### src/include/ogc_pkg.sv
/*
 Constants, register map and types for the output gating and calibration control block.
 Assumes an APB master on the same 25 MHz clock and a calibration engine that reports done pulses; success is read from lock.
*/
// Summary of operation
// - With keep-running 0 and squelch 0, outputs stay off until the first calibration has finished.
// - With keep-running 0 and squelch 1, outputs stay off until the first calibration that ends with lock.
// - With keep-running 1, outputs run at all times, even during calibration.
// - Output-to-output skew is kept across calibration only when squelch is 1.
// - Reset low puts all logic in a known state and all configuration registers to defaults.
// - Clock outputs stay disabled while reset is held.
// - Input-1 invalid pin drives input-1 bad status when enabled, else floats; polarity may invert it.
// - Input-2 invalid pin drives input-2 bad status when enabled, else floats; polarity may invert it.
// - Loss-of-lock is high while unlocked and low once locked.
package ogc_pkg;
   localparam logic [11:0] OGC_ADDR_CTRL = 12'h000;
   localparam logic [11:0] OGC_ADDR_STATUS = 12'h004;
   localparam logic [11:0] OGC_ADDR_IRQ = 12'h008;
   localparam logic [11:0] OGC_ADDR_MASK = 12'h00c;
   localparam logic [11:0] OGC_ADDR_CHANGE = 12'h010;
   // Control register fields
   localparam int OGC_CTRL_KEEP_RUN = 0;
   localparam int OGC_CTRL_SQUELCH = 1;
   localparam int OGC_CTRL_PIN1_EN = 2;
   localparam int OGC_CTRL_PIN2_EN = 3;
   localparam int OGC_CTRL_POL = 4;
   localparam int OGC_CTRL_START = 5;
   localparam logic [5:0] OGC_CTRL_RESET = 6'h00;
   // Status register fields
   localparam int OGC_ST_ENABLED = 0;
   localparam int OGC_ST_DONE = 1;
   localparam int OGC_ST_GOOD = 2;
   localparam int OGC_ST_LOL = 3;
   localparam int OGC_ST_SKEW = 4;
   localparam int OGC_ST_BUSY = 5;
   localparam int OGC_ST_PENDING = 6;
   // Interrupt bits
   localparam int OGC_IRQ_CAL_DONE = 0;
   localparam int OGC_IRQ_LOCK_LOST = 1;
   localparam int OGC_IRQ_BAD1 = 2;
   localparam int OGC_IRQ_BAD2 = 3;
   localparam int OGC_IRQ_W = 4;
   localparam logic [31:0] OGC_SLVERR_DATA = 32'h0000_0000;
   typedef enum logic [1:0] {OGC_IDLE, OGC_CAL} ogc_cal_t;
endpackage

### src/include/ogc_flag_if.sv
/*
 Interface carrying the two calibration history flags from the tracker to the top.
 Assumes a single clock domain.
*/
`timescale 1ns/10ps
interface ogc_flag_if;
   logic done;
   logic good;
   modport tracker (output done, output good);
   modport user (input done, input good);
endinterface

### src/hw/ogc_cal_track.sv
/*
 Calibration history tracker: remembers whether a calibration finished and whether one finished locked.
 Assumes done pulses from the calibration engine are one cycle wide.
*/
`timescale 1ns/10ps
module ogc_cal_track
   import ogc_pkg::*;
(
   input wire logic clk,
   input wire logic rst_b,
   input wire logic cal_done,
   input wire logic loss_of_lock,
   ogc_flag_if.tracker flags
);
   logic done;
   logic good;
   logic next_done;
   logic next_good;

   // Flags are sticky until reset; a locked finish counts as success
   always_comb
   begin
      next_done = done | cal_done;
      next_good = good | (cal_done & ~loss_of_lock);
   end

   // Reset restarts from "no calibration yet"
   always_ff @(posedge clk)
   begin
      if (!rst_b)
      begin
         done <= 1'b0;
         good <= 1'b0;
      end
      else
      begin
         done <= next_done;
         good <= next_good;
      end
   end

   assign flags.done = done;
   assign flags.good = good;

   done_sticky_a: assert property (@(posedge clk) disable iff (!rst_b)
      cal_done |=> done) else $error("done flag missed a finish");
   good_needs_lock_a: assert property (@(posedge clk) disable iff (!rst_b)
      $rose(good) |-> $past(cal_done) && !$past(loss_of_lock)) else $error("good set without locked finish");
endmodule

### src/hw/ogc_top.sv
/*
 Output gating around internal calibration, alarm pin drive and an APB register file with interrupts.
 Assumes APB on clk, a calibration engine that takes a start pulse and returns a done pulse, and
 lock/alarm inputs synchronous to clk.
*/
// The placing of the registers and the APB register port were left to the implementer.
`timescale 1ns/10ps
module ogc_top
   import ogc_pkg::*;
(
   input wire logic clk,
   input wire logic rst_b,
   input wire logic psel,
   input wire logic penable,
   input wire logic pwrite,
   input wire logic [11:0] paddr,
   input wire logic [31:0] pwdata,
   output logic [31:0] prdata,
   output logic pready,
   output logic pslverr,
   input wire logic cal_done,
   input wire logic pll_unlocked,
   input wire logic input1_bad_status,
   input wire logic input2_bad_status,
   output logic cal_start,
   output logic clock_output_enable,
   output logic skew_preserve,
   output logic loss_of_lock,
   output logic input1_invalid_pin_o,
   output logic input1_invalid_pin_oe,
   output logic input2_invalid_pin_o,
   output logic input2_invalid_pin_oe,
   output logic irq
);
   ogc_flag_if flags ();
   logic [5:0] ctrl;
   logic [OGC_IRQ_W-1:0] irq_st;
   logic [OGC_IRQ_W-1:0] irq_mask;
   logic change_pending;
   ogc_cal_t cal_state;
   logic lol_q;
   logic bad1_q;
   logic bad2_q;
   logic [5:0] next_ctrl;
   logic [OGC_IRQ_W-1:0] next_irq_st;
   logic [OGC_IRQ_W-1:0] next_irq_mask;
   logic next_change_pending;
   ogc_cal_t next_cal_state;
   logic next_cal_start;
   logic next_out_en;
   logic next_skew;
   logic next_pin1;
   logic next_pin2;
   logic next_irq;
   logic [31:0] next_prdata;
   logic next_pready;
   logic next_pslverr;
   logic wr;
   logic rd;
   logic hit;
   logic [OGC_IRQ_W-1:0] events;

   ogc_cal_track u_track (
      .clk(clk),
      .rst_b(rst_b),
      .cal_done(cal_done),
      .loss_of_lock(pll_unlocked),
      .flags(flags.tracker)
   );

   // Access phase decode; slave answers one cycle after penable rises.
   // A write lands only at the edge that samples pready high, so the master sees it take effect there.
   assign wr = psel & penable & pwrite & pready;
   assign rd = psel & penable & ~pwrite & ~pready;
   assign hit = (paddr == OGC_ADDR_CTRL) | (paddr == OGC_ADDR_STATUS) | (paddr == OGC_ADDR_IRQ) |
                (paddr == OGC_ADDR_MASK) | (paddr == OGC_ADDR_CHANGE);
   // Alarms and loss of lock on rising edges only, cal_done taken as is; a falling alarm must not raise an interrupt
   assign events = {~bad2_q & input2_bad_status,
                    ~bad1_q & input1_bad_status,
                    pll_unlocked & ~lol_q, cal_done};

   // Register writes, sticky interrupts (set beats clear) and change tracking
   always_comb
   begin
      next_ctrl = ctrl;
      next_irq_mask = irq_mask;
      next_irq_st = irq_st;
      next_change_pending = change_pending;
      // Clear first so that a change noted as a calibration ends stays pending: that run began before it
      if (cal_done)
         next_change_pending = 1'b0;
      if (wr && paddr == OGC_ADDR_CTRL)
      begin
         next_ctrl = pwdata[5:0];
         // Changing keep-running takes effect at once and leaves a change pending until a calibration ends
         if (pwdata[OGC_CTRL_KEEP_RUN] != ctrl[OGC_CTRL_KEEP_RUN])
            next_change_pending = 1'b1;
      end
      if (wr && paddr == OGC_ADDR_CHANGE)
         next_change_pending = 1'b1;
      if (wr && paddr == OGC_ADDR_MASK)
         next_irq_mask = pwdata[OGC_IRQ_W-1:0];
      if (wr && paddr == OGC_ADDR_IRQ)
         next_irq_st = irq_st & ~pwdata[OGC_IRQ_W-1:0];
      next_irq_st = next_irq_st | events;
      next_ctrl[OGC_CTRL_START] = 1'b0;
   end

   // Calibration sequencer: one start pulse per software request made while idle
   always_comb
   begin
      next_cal_state = cal_state;
      next_cal_start = 1'b0;
      unique case (cal_state)
         OGC_IDLE:
            if (wr && paddr == OGC_ADDR_CTRL && pwdata[OGC_CTRL_START])
            begin
               next_cal_start = 1'b1;
               next_cal_state = OGC_CAL;
            end
         OGC_CAL:
            if (cal_done)
               next_cal_state = OGC_IDLE;
      endcase
   end

   // Output gating from the two settings and the two history flags
   always_comb
   begin
      if (ctrl[OGC_CTRL_KEEP_RUN])
         next_out_en = 1'b1;
      else if (ctrl[OGC_CTRL_SQUELCH])
         next_out_en = flags.good;
      else
         next_out_en = flags.done;
      next_skew = ctrl[OGC_CTRL_SQUELCH];
      // Polarity bit set inverts the default active-high alarm
      next_pin1 = input1_bad_status ^ ctrl[OGC_CTRL_POL];
      next_pin2 = input2_bad_status ^ ctrl[OGC_CTRL_POL];
      next_irq = |(next_irq_st & next_irq_mask);
   end

   // Read mux; unmapped addresses answer with an error
   always_comb
   begin
      next_prdata = prdata;
      next_pready = 1'b0;
      next_pslverr = 1'b0;
      if (psel && penable && !pready)
      begin
         next_pready = 1'b1;
         next_pslverr = ~hit;
         next_prdata = 32'h0000_0000;
         if (rd)
         begin
            unique case (paddr)
               OGC_ADDR_CTRL: next_prdata[4:0] = ctrl[4:0];
               OGC_ADDR_STATUS: next_prdata[6:0] = {change_pending, cal_state == OGC_CAL, skew_preserve,
                                                    lol_q, flags.good, flags.done, clock_output_enable};
               OGC_ADDR_IRQ: next_prdata[OGC_IRQ_W-1:0] = irq_st;
               OGC_ADDR_MASK: next_prdata[OGC_IRQ_W-1:0] = irq_mask;
               default: next_prdata = OGC_SLVERR_DATA;
            endcase
         end
      end
   end

   // All state and outputs registered; reset forces defaults, clock outputs off and loss-of-lock high
   always_ff @(posedge clk)
   begin
      if (!rst_b)
      begin
         ctrl <= OGC_CTRL_RESET;
         irq_st <= '0;
         irq_mask <= '0;
         change_pending <= 1'b0;
         cal_state <= OGC_IDLE;
         lol_q <= 1'b1;
         bad1_q <= 1'b0;
         bad2_q <= 1'b0;
         cal_start <= 1'b0;
         clock_output_enable <= 1'b0;
         skew_preserve <= 1'b0;
         loss_of_lock <= 1'b1;
         input1_invalid_pin_o <= 1'b0;
         input1_invalid_pin_oe <= 1'b0;
         input2_invalid_pin_o <= 1'b0;
         input2_invalid_pin_oe <= 1'b0;
         irq <= 1'b0;
         prdata <= 32'h0000_0000;
         pready <= 1'b0;
         pslverr <= 1'b0;
      end
      else
      begin
         ctrl <= next_ctrl;
         irq_st <= next_irq_st;
         irq_mask <= next_irq_mask;
         change_pending <= next_change_pending;
         cal_state <= next_cal_state;
         lol_q <= pll_unlocked;
         bad1_q <= input1_bad_status;
         bad2_q <= input2_bad_status;
         cal_start <= next_cal_start;
         clock_output_enable <= next_out_en;
         skew_preserve <= next_skew;
         loss_of_lock <= pll_unlocked;
         input1_invalid_pin_o <= next_pin1;
         input1_invalid_pin_oe <= ctrl[OGC_CTRL_PIN1_EN];
         input2_invalid_pin_o <= next_pin2;
         input2_invalid_pin_oe <= ctrl[OGC_CTRL_PIN2_EN];
         irq <= next_irq;
         prdata <= next_prdata;
         pready <= next_pready;
         pslverr <= next_pslverr;
      end
   end

   keep_running_a: assert property (@(posedge clk) disable iff (!rst_b)
      ctrl[OGC_CTRL_KEEP_RUN] |=> clock_output_enable) else $error("outputs off with keep-running set");
   squelch_gate_a: assert property (@(posedge clk) disable iff (!rst_b)
      !ctrl[OGC_CTRL_KEEP_RUN] && ctrl[OGC_CTRL_SQUELCH] |=> clock_output_enable == $past(flags.good))
      else $error("squelch gating wrong");
   first_cal_a: assert property (@(posedge clk) disable iff (!rst_b)
      !ctrl[OGC_CTRL_KEEP_RUN] && !ctrl[OGC_CTRL_SQUELCH] |=> clock_output_enable == $past(flags.done))
      else $error("first-calibration gating wrong");
   skew_flag_a: assert property (@(posedge clk) disable iff (!rst_b)
      rst_b |=> skew_preserve == $past(ctrl[OGC_CTRL_SQUELCH])) else $error("skew flag wrong");
   reset_off_a: assert property (@(posedge clk)
      !rst_b |=> !clock_output_enable) else $error("outputs on after reset");
   reset_ctrl_a: assert property (@(posedge clk)
      !rst_b |=> ctrl == OGC_CTRL_RESET && irq_mask == '0) else $error("config not defaulted");
   pin1_drive_a: assert property (@(posedge clk) disable iff (!rst_b)
      rst_b |=> input1_invalid_pin_oe == $past(ctrl[OGC_CTRL_PIN1_EN]) &&
      input1_invalid_pin_o == ($past(input1_bad_status) ^ $past(ctrl[OGC_CTRL_POL]))) else $error("pin1 wrong");
   pin2_drive_a: assert property (@(posedge clk) disable iff (!rst_b)
      rst_b |=> input2_invalid_pin_oe == $past(ctrl[OGC_CTRL_PIN2_EN]) &&
      input2_invalid_pin_o == ($past(input2_bad_status) ^ $past(ctrl[OGC_CTRL_POL]))) else $error("pin2 wrong");
   lol_follow_a: assert property (@(posedge clk) disable iff (!rst_b)
      rst_b |=> loss_of_lock == $past(pll_unlocked)) else $error("loss of lock not followed");
   apb_answer_a: assert property (@(posedge clk) disable iff (!rst_b)
      psel && penable && !pready |=> pready ##1 !pready) else $error("apb answer timing");

   cal_seen_c: cover property (@(posedge clk) disable iff (!rst_b) cal_start ##[1:50] cal_done);
   squelch_release_c: cover property (@(posedge clk) disable iff (!rst_b)
      ctrl[OGC_CTRL_SQUELCH] && $rose(clock_output_enable));
   irq_c: cover property (@(posedge clk) disable iff (!rst_b) $rose(irq));
endmodule

### config.mk
export PLATFORM = sky130hd
export DESIGN_NAME = ogc_top
export DESIGN_NICKNAME = d
export VERILOG_FILES = /design/src/include/ogc_pkg.sv /design/src/include/ogc_flag_if.sv /design/src/hw/ogc_cal_track.sv /design/src/hw/ogc_top.sv
export SDC_FILE = /design/constraint.sdc
export NUM_CORES = 1
export LEC_CHECK = 0
export BUFFER_PORTS_ARGS = -buffer_cell sky130_fd_sc_hd__buf_2
export CORE_MARGIN = 4
export CORE_UTILIZATION = 25
export CTS_CLUSTER_DIAMETER = 200
export DETAILED_ROUTE_END_ITERATION = 10
export PLACE_DENSITY = 0.61
export SYNTH_ARGS = -nofsm -noshare
export SYNTH_HDL_FRONTEND = slang
export SYNTH_HIERARCHICAL = 1
export SYNTH_SLANG_ARGS = --single-unit
### constraint.sdc
create_clock -name clk -period 3.73 [get_ports clk]
set_clock_uncertainty 0.15 [all_clocks]
set_input_delay 0.373 -clock clk [delete_from_list [all_inputs] [get_ports clk]]
set_output_delay 0.373 -clock clk [all_outputs]
set_load 0.01 [all_outputs]
# --- Word level (Yosys, flattened, before mapping) ---
# Index checks and enable logic that the tools add are counted.
# Widths: inputs -> output; s select.
word_totals:
  regBits: 63
  inputBits: 53
  output_inout_bits: 43
  elab_cells: 88
op_classes:
  n_eq_ne: 8
  n_mux: 17
  bitwise_logic: 28
  n_reduce_logical: 14
op_table:
  columns: ["op", "count"]
  rows:
  - ["$eq 12x4->1 const B", 2]
  - ["$pmux 4 s4", 1]
  - ["$eq 12x3->1 const B", 1]
  - ["$eq 12x5->1 const B", 1]
  - ["$logic_not 12->1", 1]
  - ["$and 1x1->1", 9]
  - ["$and 4x4->4", 2]
  - ["$mux 1", 8]
  - ["$mux 4", 2]
  - ["$logic_and 1x1->1", 7]
  - ["$mux 7", 1]
  - ["$not 1->1", 7]
  - ["$mux 2", 3]
  - ["$or 1x1->1", 6]
  - ["$reduce_and 2->1", 3]
  - ["$ne 2x2->1 const B", 2]
  - ["$not 4->4", 1]
  - ["$or 4x4->4", 1]
  - ["$pmux 2 s2", 1]
  - ["$reduce_or 4->1", 1]
  - ["$eq 2x1->1 const B", 1]
  - ["$logic_not 2->1", 1]
  - ["$pmux 1 s2", 1]
  - ["$xor 1x1->1", 2]
  - ["2 further kinds", 2]

# --- Logic depth before layout (Yosys ltp) ---
logic_depth:
  ltp_word: 8
  depth_mapped: 8
  ltp_nobuf: 5

# --- Modules after synthesis ---
# The synthesis kept the hierarchy.
modules_own_cells:
  columns: ["module", "instances", "cells_each", "area_each_um2", "seq_area_each_um2"]
  rows:
  - ["ogc_top", 1, 190, 1781.7, 700.7]
  - ["ogc_cal_track", 1, 5, 61.3, 40.0]

# --- Least setup slack after synthesis ---
# OpenSTA, ideal clock, no wires.
synth_path:
  path_kind: "input port to flip-flop"
  start: "in paddr[3]"
  end: "reg irq"
  t_arrival_ps: 1643
  t_required_ps: 3440
  slack_ps: 1797
  path_stages: 7
  path_buffers: 2
  cell_sequence: "buf_4 -> nor4b_1 -> and4_1 -> buf_4 -> or4b_1 -> o211ai_1 -> a41oi_1"
synth_between:
  elab_chain_len: 6
synth_lines:
  columns: ["element", "line", "rtl"]
  rows:
  - ["start: declaration", "ogc_top.sv:16", "input wire logic [11:0] paddr,"]
  - ["$eq 12x4->1", "ogc_top.sv:103", "if (wr && paddr == OGC_ADDR_IRQ)"]
  - ["$logic_and 1x1->1", "ogc_top.sv:103", null]
  - ["$mux 4", "ogc_top.sv:103", null]
  - ["$or 4x4->4", "ogc_top.sv:105", "next_irq_st = next_irq_st | events;"]
  - ["$and 4x4->4 (*)", "ogc_top.sv:140", "next_irq = |(next_irq_st & next_irq_mask);"]
  - ["$reduce_or 4->1 (*)", "ogc_top.sv:140", null]
  - ["end signal: assignment", "ogc_top.sv:212", "irq <= next_irq;"]
  - ["end: declaration", "ogc_top.sv:33", "output logic irq"]
# Mark *: on every way between the ends. The rest lies on a longest branch, timed or not.
# A chain may end at the register's enable or synchronous reset.

# --- Worst setup path after layout ---
# Same ends and word-level chain as after synthesis.

==> impl_results.md <==
- Drt total wl: 4130 um
- Commonest non-fill, non-tap cell in the layout: buf_2
- Leak Pwr: roughly 0.89 nW
- Crit path cell chain: buf_2, nor4b_1, and4_1, or4b_1, o211ai_1, a41oi_1
- Ys async rst share: 0%
- Sequential fraction of the synthesis area: 40.2%
- Share of cells above drive strength 1: 25.7%
- Clk Latency, worst-skew pair: 280 ps
- Part of the power in registers: 53.3%
- Netlist Area Pre-Place: approximately 0.0018 mm2
- Fin cells: 336
- Mapped Cells: 195
- Number of synthesized flops with an enable pin: 0
- Setup TNS: 0 ps
- Initial core utilization: 25.5%
- Port buffer count: 44
- Mux cell area share after synthesis: 10.4%
- Remaining Overflow, GRT: 0
- Post-cts resize count: 0
- CTS tree: yes
- CORE AREA: 0.00721 mm2
- Worst stage delay on the critical path: 550 ps
- Critical-path top delay cell: and4_1
- Final hold violation count: 0
- Slew Limit Fails: 0
- Number of global-route vias before repair: 1,328
- DRC violations left: 0
- Fin crit share: 58.3%
- Critical Path RT: 3690 ps
- Largest family of logic cells by synthesized area: simple AND/OR/NAND/NOR gates
- CTS Hold Bufs: 0
- Number of I/O pins: 96
- Yosys reg bits: 37
- Die area: 0.00881 mm2
- Commonest cells after routing, fill and taps aside: 44 x buf_2, 37 x dfxtp_1, 25 x conb_1
- Worst slew pin tran: 929 ps
- Min-delay worst type: in -> reg
- CTS clk-pin slew, worst paths: 70 ps
- All-layer global routing usage: about a tenth
- Simple-gate share of the synthesized area: 23.0%
- Initial antenna violation count: 0
- Post-Synth Adder-Cell Area: 0%
- Nets: 290
- Unrepaired setup endpoints after global routing: false
- ANT cells: 0
- Gate power share: 10.3%
- Kind of critical path: in -> reg
- Ratio of total power to cell area: roughly 360 mW/mm2
- Synth Warn #: 6
- Routed Antenna Nets: 0
- Run status: complete, no violations
- Worst Setup End Kind: register
- Tmin final: 2180 ps
- Cell chosen for the clock root: clkbuf_8
- Via/cell ratio: 4.31
- Internal power: 0.581 mW
- CTS buffer count: 5
- First-pass DRT Iterations: 4
- Critical Path Source Type: input port
- DP Area: 0.00205 mm2
- Final GP Congestion: 0.779
- Max-cap violations: 0
- Layout area overhead: 16.0%
- Clock power frac: about 36%
- Drt wl/cell: 12.3 um
- CP Max Fanout: 15
- Pin count of the biggest net entering global routing: 30
- Clk sinks: 37
- Top_reg_cell synth: dfxtp_1
- Die Y: 93.9 um
- H-tree levels: 2
- Rows: 31
- Horiz. Die Dim: 93.9 um
- Deepest clock path buffer count: 2
- Max VDD drop: 0.000107 V
- Switching share of power: about a quarter
- Max_slew headroom: 38.0%
- First-pass GRT wire length: ~6600 um
- Final instance area: 0.00214 mm2
- Synth Area in Compound Gates: a little under an eighth
- Yosys cell types: 39
- Number of filler cells placed in the layout: 780
- Final hold slack: 179 ps
- Final setup violation count: 0
- Inst Count DP: 329
- Post-CTS Setup Bufs: 0
- Net Sw Power: 0.188 mW
- Final HPWL DP: 3180 um
- Syn_area_per_cell: 9.45 um2
- Highest Clock Rate: 0.459 GHz
- Iteration-0 DRC Markers: 86
- Xor/xnor share of the synthesized area: 1.43%
- Vias: 1,448
- CP arrival: 2140 ps
==> routing by layer <==
layer	wire [um]	part of all wire, %	vias up	track usage (%)
li1	-	-	714	-
met1	1860	45	682	12.2
met2	1990	48	43	15.0
met3	215	5.2	9	2.56
met4	65	1.6	0	3.61
met5	0	0	-	0
==> Yosys cell counts, types with 2 or more instances <==
master,number,area (um2)
o22ai_1,4,25.0
nand3b_1,3,22.5
and4_1,2,17.5
or2_2,2,12.5
mux4_2,4,90.1
nor3_1,3,15.0
o21a_1,2,15.0
or3_1,2,12.5
o211ai_1,4,30.0
clkbuf_1,5,18.8
a21oi_1,12,60.1
inv_1,5,18.8
nor4_4,2,42.5
o21ai_0,3,15.0
a31oi_1,4,25.0
nand4b_1,3,26.3
nor2_1,17,63.8
a32oi_1,2,17.5
mux2i_1,9,90.1
buf_4,27,203
nand2b_1,11,68.8
and2_1,5,31.3
dfxtp_1,37,741
xnor2_1,2,17.5
nand2_1,7,26.3
nor2b_1,5,31.3
==> cell families after synthesis <==
family,count (synthesis)
flops,37
simple gates,68
compound gates,34
xor+xnor,3
mux,14
buf+inv,38
other cells,1
==> per-stage QoR <==
step / power [mW] / setup WS (ps) / utilization, %
global route: 0.803 / 1360 / 29.6
CTS: 0.776 / 1520 / 29.6
floorplan: 0.484 / 1800 / -
finish: 0.768 / 1550 / 29.6
global placement: 0.496 / 1270 / 28.4
detailed placement: 0.498 / 1210 / 28.4
==> power groups by stage <==
stage               clock network [mW]  registers (mW)  logic (mW)
finish                           0.280           0.409      0.0793
global route                     0.304           0.410      0.0886
CTS                              0.287           0.409      0.0797
detailed placement                   0           0.418      0.0795
global placement                     0           0.418      0.0781
floorplan                            0           0.418      0.0659
==> critical path, delay by kind of cell <==
kind	cells	cell delay [ps]
compound gates	2	280
buf+inv	1	210
simple gates	3	1270
==> flip-flops by register name (all words and copies together) (netlist names), 4 cells and up <==
signal	cells
irq_st	4
ctrl	5
prdata	7
irq_mask	4
==> final timing paths <==
path | to | start | slack [ps] | cells after the start
setup / recovery | irq | paddr[3] | 1550 | 6
hold reg to reg | prdata[1] | prdata[1] | 300 | 2
setup reg to reg | irq | pready | 1590 | 5
hold / removal | lol_q | pll_unlocked | 180 | 2
==> cell type report <==
| cell class | instances | area, um2 | area share (%) |
|---|---|---|---|
| multi-input cells | 144 | 947 | 44.3 |
| flip-flops and latches | 37 | 741 | 34.7 |
| repair buffers | 44 | 220 | 10.3 |
| well taps | 99 | 124 | 5.80 |
| clock buffers | 7 | 86.3 | 4.04 |
| inverters | 5 | 18.8 | 0.878 |
No activity file was read; power rests on OpenSTA's default activity.
